### src/hw/fsl_pkg.sv
// Purpose: shared constants and types for the flash security lock logic
// Assumes: one core clock, synchronous reset
// Notes: security bits are active low, a programmed bit reads zero
package fsl_pkg;
    // hardware security byte field positions
    localparam int HSB_LB0 = 0;
    localparam int HSB_LB1 = 1;
    localparam int HSB_LB2 = 2;
    localparam int HSB_EXPANDED_RAM_BIT = 3;
    localparam int HSB_BOOT_LOADER_JUMP_BIT = 6;
    localparam int HSB_X2 = 7;
    // software security byte field positions
    localparam int SSB_LB0 = 0;
    localparam int SSB_LB1 = 1;
    // factory and erased values
    localparam logic [7:0] HSB_FACTORY = 8'hB8;
    localparam logic [7:0] HSB_ERASED = 8'hFF;
    localparam logic [7:0] SSB_DEFAULT = 8'hFF;
    localparam logic [7:0] SSB_RSVD_MASK = 8'hFC;
    localparam logic [7:0] SBV_DEFAULT = 8'hFC;
    localparam logic [7:0] BSB_DEFAULT = 8'hFF;
    localparam logic [7:0] BSB_APP = 8'h00;
    // boot addresses
    localparam logic [15:0] BOOT_LOADER_ADDR = 16'hF800;
    localparam logic [15:0] BOOT_APP_ADDR = 16'h0000;

    typedef enum logic [1:0] {FSL_LVL1, FSL_LVL2, FSL_LVL3, FSL_LVL4} fsl_level_t;

    // decoded access restrictions
    typedef struct packed {
        logic block_par_prog;
        logic block_par_verify;
        logic block_ext_exec;
        logic block_code_read_instruction_int;
        logic latch_ea;
        logic block_isp_prog;
        logic block_isp_verify;
    } fsl_restrict_t;
endpackage
### src/hw/fsl_lock.sv
// Purpose: decodes hardware and software lock bits and gates flash access
// Assumes: fuse bytes presented by the nonvolatile array, sampled in reset
// Notes: chip erase returns both security bytes to their inactive state
`timescale 1ns/10ps
`default_nettype none
// Overview of operation
// - three hardware lock bits decode to one of four parallel security levels
// - all hardware lock bits unprogrammed gives level 1, no protection
// - level 2 blocks internal code reads from external code, latches pin, blocks programming
// - level 2 still allows isp and application routine programming
// - bit1 programmed, bit2 not: level 2 plus parallel verify refused
// - bit2 programmed: level 3 plus external execution forbidden, factory default
// - hardware bits guard the parallel path, code reads from external code and external execution; isp governed by software byte
// - part identification readable in parallel modes at every level
// - factory hardware byte: jump bit and all three lock bits programmed, others unprogrammed, level four
// - software byte holds two lock bits; reserved bits 7 to 2 stay set
// - software bit0 programmed, bit1 not: isp programming refused
// - software bit1 programmed: isp programming and isp verify refused
// - external access pin high fetches internal, low fetches all externally
// - programmed jump bit boots loader at F800h, else application at 0000h
// - software boot vector defaults to FCh
module fsl_lock
    import fsl_pkg::*;
(
    // clock and reset
    input wire logic CLK,
    input wire logic RST_N,
    // nonvolatile fuse bytes
    input wire logic [7:0] HSB_NV,
    input wire logic [7:0] SSB_NV,
    // pins
    input wire logic EXT_ACCESS_N,
    // software byte writes from isp or api
    input wire logic SSB_WR,
    input wire logic [7:0] SSB_WDATA,
    input wire logic BSB_WR,
    input wire logic [7:0] BSB_WDATA,
    // chip erase from the parallel programmer
    input wire logic CHIP_ERASE,
    // access requests
    input wire logic PAR_PROG_REQ,
    input wire logic PAR_VERIFY_REQ,
    input wire logic PAR_ID_REQ,
    input wire logic ISP_PROG_REQ,
    input wire logic ISP_VERIFY_REQ,
    input wire logic CODE_READ_INSTRUCTION_INT_REQ,
    input wire logic CODE_READ_INSTRUCTION_FROM_EXT,
    // grants and state
    output logic PAR_PROG_OK,
    output logic PAR_VERIFY_OK,
    output logic PAR_ID_OK,
    output logic ISP_PROG_OK,
    output logic ISP_VERIFY_OK,
    output logic CODE_READ_INSTRUCTION_INT_OK,
    output logic FETCH_INTERNAL,
    output logic ARRAY_ERASE,
    output logic [1:0] HW_LEVEL,
    output logic [1:0] SW_LEVEL,
    output logic [7:0] HSB_OUT,
    output logic [7:0] SSB_OUT,
    output logic [7:0] SBV_OUT,
    output logic [7:0] BSB_OUT,
    output logic [15:0] BOOT_ADDR,
    output logic DOUBLE_SPEED,
    output logic EXPANDED_RAM_BIT_ENABLE
);
    logic [7:0] hardware_security_byte;
    logic [7:0] software_security_byte;
    logic [7:0] boot_status_byte;
    logic [7:0] software_boot_vector;
    logic ea_latched;
    logic erase_pulse;
    fsl_level_t hw_lvl;
    fsl_level_t sw_lvl;
    fsl_restrict_t rst_r;

    // fuse sampling in reset, erase afterwards
    always_ff @(posedge CLK) begin
        if (!RST_N) begin
            hardware_security_byte <= HSB_NV;
        end else if (CHIP_ERASE) begin
            hardware_security_byte <= HSB_ERASED;
        end
    end

    always_ff @(posedge CLK) begin
        if (!RST_N) begin
            software_security_byte <= SSB_NV | SSB_RSVD_MASK;
        end else if (CHIP_ERASE) begin
            software_security_byte <= SSB_DEFAULT;
        end else if (SSB_WR) begin
            // bits may only be programmed further, reserved bits kept set
            software_security_byte <= software_security_byte & (SSB_WDATA | SSB_RSVD_MASK);
        end
    end

    always_ff @(posedge CLK) begin
        if (!RST_N) begin
            boot_status_byte <= BSB_DEFAULT;
            software_boot_vector <= SBV_DEFAULT;
        end else if (CHIP_ERASE) begin
            boot_status_byte <= BSB_DEFAULT;
            software_boot_vector <= SBV_DEFAULT;
        end else if (BSB_WR && !rst_r.block_isp_prog) begin
            boot_status_byte <= BSB_WDATA;
        end
    end

    // external access pin latched in reset
    always_ff @(posedge CLK) begin
        if (!RST_N) begin
            ea_latched <= EXT_ACCESS_N;
        end else begin
            ea_latched <= ea_latched;
        end
    end

    always_ff @(posedge CLK) begin
        if (!RST_N) begin
            erase_pulse <= 1'b0;
        end else begin
            erase_pulse <= CHIP_ERASE;
        end
    end

    // hardware level decode, higher bits dominate
    always_comb begin
        if (!hardware_security_byte[HSB_LB2]) begin
            hw_lvl = FSL_LVL4;
        end else if (!hardware_security_byte[HSB_LB1]) begin
            hw_lvl = FSL_LVL3;
        end else if (!hardware_security_byte[HSB_LB0]) begin
            hw_lvl = FSL_LVL2;
        end else begin
            hw_lvl = FSL_LVL1;
        end
    end

    // software level decode
    always_comb begin
        if (!software_security_byte[SSB_LB1]) begin
            sw_lvl = FSL_LVL3;
        end else if (!software_security_byte[SSB_LB0]) begin
            sw_lvl = FSL_LVL2;
        end else begin
            sw_lvl = FSL_LVL1;
        end
    end

    always_comb begin
        rst_r.block_par_prog = (hw_lvl != FSL_LVL1);
        rst_r.block_par_verify = (hw_lvl == FSL_LVL3) || (hw_lvl == FSL_LVL4);
        rst_r.block_ext_exec = (hw_lvl == FSL_LVL4);
        rst_r.block_code_read_instruction_int = (hw_lvl != FSL_LVL1);
        rst_r.latch_ea = (hw_lvl != FSL_LVL1);
        rst_r.block_isp_prog = (sw_lvl != FSL_LVL1);
        rst_r.block_isp_verify = (sw_lvl == FSL_LVL3);
    end

    // grants; isp path ignores hardware level
    assign PAR_PROG_OK = PAR_PROG_REQ && !rst_r.block_par_prog;
    assign PAR_VERIFY_OK = PAR_VERIFY_REQ && !rst_r.block_par_verify;
    assign PAR_ID_OK = PAR_ID_REQ;
    assign ISP_PROG_OK = ISP_PROG_REQ && !rst_r.block_isp_prog;
    assign ISP_VERIFY_OK = ISP_VERIFY_REQ && !rst_r.block_isp_verify;
    assign CODE_READ_INSTRUCTION_INT_OK = CODE_READ_INSTRUCTION_INT_REQ && !(CODE_READ_INSTRUCTION_FROM_EXT && rst_r.block_code_read_instruction_int);

    // internal fetch when pin high; level 4 forbids external execution
    assign FETCH_INTERNAL = (rst_r.latch_ea ? ea_latched : EXT_ACCESS_N)
        || rst_r.block_ext_exec;

    assign ARRAY_ERASE = erase_pulse;
    assign HW_LEVEL = hw_lvl;
    assign SW_LEVEL = sw_lvl;
    assign HSB_OUT = hardware_security_byte;
    assign SSB_OUT = software_security_byte;
    assign SBV_OUT = software_boot_vector;
    assign BSB_OUT = boot_status_byte;
    assign BOOT_ADDR = hardware_security_byte[HSB_BOOT_LOADER_JUMP_BIT] ? BOOT_APP_ADDR
        : BOOT_LOADER_ADDR;
    assign DOUBLE_SPEED = !hardware_security_byte[HSB_X2];
    assign EXPANDED_RAM_BIT_ENABLE = hardware_security_byte[HSB_EXPANDED_RAM_BIT];
endmodule
`default_nettype wire

### config.mk
export PLATFORM = sky130hd
export DESIGN_NAME = fsl_lock
export DESIGN_NICKNAME = d
export VERILOG_FILES = /design/src/hw/fsl_pkg.sv /design/src/hw/fsl_lock.sv
export SDC_FILE = /design/constraint.sdc
export NUM_CORES = 1
export LEC_CHECK = 0
export BUFFER_PORTS_ARGS = -buffer_cell sky130_fd_sc_hd__buf_2
export CORE_MARGIN = 1.5
export CORE_UTILIZATION = 38
export CTS_BUF_LIST = sky130_fd_sc_hd__clkbuf_4
export DETAILED_ROUTE_END_ITERATION = 16
export PLACE_DENSITY = 0.93
export SETUP_SLACK_MARGIN = 0.02
export SLEW_MARGIN = 5
export SYNTH_ARGS = -nofsm -noshare
export SYNTH_HDL_FRONTEND = slang
export SYNTH_SLANG_ARGS = --single-unit
export TNS_END_PERCENT = 10
### constraint.sdc
create_clock -name CLK -period 1.4 [get_ports CLK]
set_clock_uncertainty 0.2 [all_clocks]
set_input_delay 0 -clock CLK [delete_from_list [all_inputs] [get_ports CLK]]
set_output_delay 0 -clock CLK [all_outputs]
set_load 0.05 [all_outputs]
# == Word-level counts from Yosys, hierarchy flattened ==
# Index checks and enable logic that the tools add are counted.
# totals
output_inout_bits,62
input_bits,45
ff_bits,26
word_cells,43
# op_classes
muxes,12
reduce_logical,18
n_eq_ne,5
bitwise_logic,2
# ops
op,n
16-bit 2-to-1 mux,1
8-bit 2-to-1 mux,2
2-bit 2-to-1 mux,6
8-bit bitwise AND,1
1-bit logical AND,7
"2-bit == test, second input constant",3
1-bit zero test,6
2-bit nonzero test,2
1-bit 2-to-1 mux,3
"3-bit by 1-bit != test with 1-bit output, second input constant",1
1-bit logical OR,2
"2-bit by 1-bit != test with 1-bit output, second input constant",1
2-bit OR reduction,1
1-bit NOT,1

# == Longest topological paths before layout ==
# depth
depth_word,7
depth_mapped,4
ltp_nobuf,2

# == Worst setup path after synthesis ==
# No wires, ideal clock.
# synth_timing
path_kind,register to output
from,register hardware_security_byte[1] (netlist: HSB_OUT[1])
to,output CODE_READ_INSTRUCTION_INT_OK
path_buffers,0
t_required_ns,1.200
arrival_time_ns,2.023
path_stages_with_launch,3
setup_slack_ns,-0.823
path_cell_list,edfxtp_1 -> nand3_1 -> a21boi_0
# synth_between
elab_chain_len,6
# synth_lines
item,line,source
start: declaration,fsl_lock.sv:67,logic [7:0] hardware_security_byte;
start signal: assignment,fsl_lock.sv:80,hardware_security_byte <= HSB_NV;
start signal: assignment,fsl_lock.sv:82,hardware_security_byte <= HSB_ERASED;
2-bit 2-to-1 mux,fsl_lock.sv:130,end else if (!hardware_security_byte[HSB_LB1]) begin
2-bit 2-to-1 mux,fsl_lock.sv:128,if (!hardware_security_byte[HSB_LB2]) begin
2-bit nonzero test,fsl_lock.sv:154,rst_r.block_code_read_instruction_int = (hw_lvl != FSL_LVL1);
1-bit logical AND,fsl_lock.sv:166,assign CODE_READ_INSTRUCTION_INT_OK = CODE_READ_INSTRUCTION_INT_REQ && !(CODE_READ_INSTRUCTION_FROM_EXT && rst ...
1-bit zero test,fsl_lock.sv:166,
1-bit logical AND,fsl_lock.sv:166,
end: declaration,fsl_lock.sv:54,"output logic CODE_READ_INSTRUCTION_INT_OK,"
# Every way passes these cells.

# == Final worst setup path ==
# layout_timing
from,register hardware_security_byte[1] (netlist: HSB_OUT[1])
to,output FETCH_INTERNAL
# layout_between
elab_chain_len,5
word_cells_on_any_way,6
cone_classes,eq/ne: 1; mux: 3; reduce/logical: 2
# layout_lines
item,line,source
2-bit 2-to-1 mux (*),fsl_lock.sv:130,
2-bit 2-to-1 mux (*),fsl_lock.sv:128,
2-bit nonzero test,fsl_lock.sv:155,rst_r.latch_ea = (hw_lvl != FSL_LVL1);
1-bit 2-to-1 mux,fsl_lock.sv:169,assign FETCH_INTERNAL = (rst_r.latch_ea ? ea_latched : EXT_ACCESS_N)
1-bit logical OR (*),fsl_lock.sv:170,|| rst_r.block_ext_exec;
end: declaration,fsl_lock.sv:55,"output logic FETCH_INTERNAL,"
# Every way passes the cells marked *; elsewhere a longest branch is shown, timed or not.

==> impl_metrics.yaml <==
clock_network:
  cts_made_buffers: 3
  cts.htree.levels: 1
  cts_root_buffer: "clkbuf_4"
  cts-root-to-sink-buffers: 2
  clock_pin_slew_of_the_registers_on_the_worst_case_setup_and_hold_paths_ps: 110
  clock_sink_count: 20
  clk-insertion-delay-late_ps: 290
  cts_tree: "done"
final_layout:
  drive_above_1_share_pct: 49.1
  filler_cell_count: 240
  synth_to_final_area_change_pct: 56.0
  final-instance-count-excl-fill: 245
  antenna_cells_inserted: 0
  finalInstanceArea_sq_um: 1830
  fin_nets: 258
placed_design:
  dp.final_hpwl_mm: 1.84
  post_dp_cell_area_sq_um: 1430
  placed_cells: 211
  port-buffer-count: 67
  place.gp.congestion: 0.721
setup_path:
  worstSetupEndpointType: "primary output"
  r2r-end: "BSB_OUT[6]$_SDFFE_PP1P_"
  worst_setup_path_start_kind: "flip-flop"
  worst_reg_to_reg_cells: 5
  required_arrival_time_at_the_worst_endpoint_ps: 1200
  reg2reg_setup_slack_ps: -20
  worst-path-max-fanout: 6
  regToRegStartpoint: "SSB_OUT[1]$_DFFE_PP_"
  crit_type: "reg2out"
  timing.critical_path.arrival_ps: 1300
status:
  failed_checks: "negative setup slack"
  outcome: "finished with violations"
synth:
  ys_ff_latch: 20
  syn_area_per_cell_sq_um: 9.80
  yosysWarnings: 0
  post-synth-top-area-cell: "edfxtp_1"
  ys_top_cells_by_area: "edfxtp_1 28%, buf_4 20%, dfxtp_1 15%"
  synth_sequential_area_ratio_pct: 43.4
  netlist.area_leader.share_pct: 28.1
  netlist-cell-type-count: 22
  syn-instance-count: 120
  synth.cell_area_sq_um: 1180
sta:
  timing.max_slew.rel_slack_pct: 66.7
  setup_slack_ps: -96.1
  period_needed_ps: 1500
  report.final.hold_viol_count: 0
  final.period_utilization_pct: 107
  final-max-slew-violation-count: 0
  setup_viol: 8
  worst-slew-pin-transition_ps: 498
  max_freq_mhz: 668
  unrepaired_setup_endpoints_after_global_routing: "true"
power_and_ir_drop:
  report.power.total_uw: 1810
  pwr-share-clk_pct: 16.1
  part_of_the_total_power_dissipated_in_combinational_logic_pct: 45.8
  switching_share_pct: 42.8
  internal_power_uw: 1040
  total_leakage_power_uw: 0.000920
  ir_worst_vdd_v: 0.000578
  total_power_density_per_cell_area_nw_per_um2: 988
  p_sw_uw: 776
  power.share.sequential_pct: 38.1
die:
  design.portCount: 107
  horiz_die_dim_um: 58.6
  start_util_pct: 39.2
  height_of_the_die_um: 58.6
  die_area_sq_um: 3440
  rows: 20
  core-area_sq_um: 3000
route:
  drc: 0
  routed_wl_mm: 2.73
  wl_per_cell_um: 11.1
  starting_drc_count_in_detailed_routing: 3
  post_drt_via_cell_ratio: 4.30
  detail-route-antenna-nets: 0
  detailroute.via_count: 1054
  dr.pass1.iters: 4
grt:
  grt_max_degree: 15
  number_of_global_route_vias_before_repair: 988
  grt_use_total_pct: 16.4
  gr-total-overflow: 0
  first_pass_grt_wire_length_mm: 4.28
  grt_antenna_before_repair: 0
worst_hold_path:
  worst_hold_path.num_cells: 3
  hold-path-endpoint: "CODE_READ_INSTRUCTION_INT_OK"
  hold_path_startpoint: "CODE_READ_INSTRUCTION_FROM_EXT"
  holdCritPathClass: "in2out"
job:
  max_cap_violations: 0
-- metrics by stage --
| step | setup TNS (ps) | setup slack [ps] | utilization (%) | hold slack (ps) |
|---|---|---|---|---|
| 2_1_floorplan | -2880 | -307 | - | -101 |
| 3_3_place_gp | 0 | 105 | 47.5 | -200 |
| 3_5_place_dp | 0 | 81.4 | 47.5 | -200 |
| 4_1_cts | -1010 | -94.9 | 60.4 | 83.4 |
| 5_1_grt | -1360 | -160 | 61.1 | 93.0 |
| 6_report | -302 | -96.1 | 61.1 | 91.9 |
-- sequential cells by signal, summed over array words and instances, names as in the netlist --
| signal | flops |
|---|---|
| SSB_OUT | 2 |
| ea_latched | 1 |
| BSB_OUT | 8 |
| HSB_OUT | 8 |
| ARRAY_ERASE | 1 |
-- how the worst max path moves through the flow --
stage	from	endpoint	slack [ps]	depth (start not counted)
after floorplan	SSB_OUT[1]$_DFFE_PP_	SW_LEVEL[0]	-310	3
after global placement	SSB_OUT[1]$_DFFE_PP_	BSB_OUT[3]$_SDFFE_PP1P_	100	2
after detailed placement	SSB_OUT[1]$_DFFE_PP_	BSB_OUT[3]$_SDFFE_PP1P_	80	2
after CTS	HSB_OUT[0]$_SDFFCE_PP1P_	FETCH_INTERNAL	-90	3
after global routing	HSB_OUT[1]$_SDFFCE_PP1P_	CODE_READ_INSTRUCTION_INT_OK	-160	3
final	HSB_OUT[1]$_SDFFCE_PP1P_	FETCH_INTERNAL	-100	3
-- routing by layer --
layer / GRT usage (%) / up-vias / wire, um
met4: 4.87 / 0 / 25
met1: 16.6 / 480 / 940
li1: - / 525 / -
met3: 2.42 / 4 / 136
met5: 0 / - / 0
met2: 33.9 / 45 / 1630
-- final cells by class --
class / instances / area, sq um / area share, %
Multi-Input combinational cell: 71 / 449 / 24.5
Inverter: 15 / 60.1 / 3.27
Timing Repair Buffer: 102 / 743 / 40.5
Sequential cell: 20 / 510 / 27.8
Tap cell: 33 / 41.3 / 2.25
Clock buffer: 4 / 30.0 / 1.64
-- worst max-delay path: stages (launching register included) --
cell and delay, ps:
edfxtp_1 480, and3b_1 230, o21ai_4 120, buf_6 170
-- cell usage in the layout, fill, tap and decap left out, drive strengths merged, types with 5 or more instances in the layout --
cell type,netlist,layout
a21oi,5,5
buf,37,76
conb,2,25
dfxtp,9,9
dlygate4sd3,0,26
edfxtp,11,11
inv,15,14
nand4,8,8
o211ai,8,8
or2,8,8
-- power by group through the flow --
stage / Sequential, uW / Combinational (uW) / Clock, uW
global placement: 708 / 685 / 0
CTS: 690 / 816 / 296
floorplan: 831 / 515 / 0
finish: 691 / 830 / 291
detailed placement: 709 / 694 / 0
global route: 698 / 869 / 328
-- synth_stat cells --
cell type / instances
a21boi_0: 1
inv_1: 15
o211ai_2: 8
buf_6: 2
and2_1: 2
buf_2: 3
a21oi_1: 5
and3_4: 1
buf_4: 32
nand2_1: 1
edfxtp_1: 11
nand4_1: 8
nor2b_1: 1
nor2_1: 4
conb_1: 2
and3b_1: 1
nand3_1: 1
or2_2: 8
and3_1: 2
dfxtp_1: 9
nand2b_1: 1
o21ai_0: 2
-- kinds of logic after synthesis --
logic type	count (synthesis)	synth area share [%]
and+or+nand+nor	30	15.4
DFF	20	43.4
buffers and inverters	52	28.4
other	2	0.639
AOI/OAI and AO/OA	16	12.1
-- repair_timing --
item | in CTS | in global routing
gates resized for setup | 21 | 6
pin swaps | 3 | 0
endpoints found under the setup margin | 9 | 28
hold buffers | 26 | 0
buffers inserted | 4 | 0
hold endpoints to repair | 24 | 0
(Power assumes the default switching activity.)
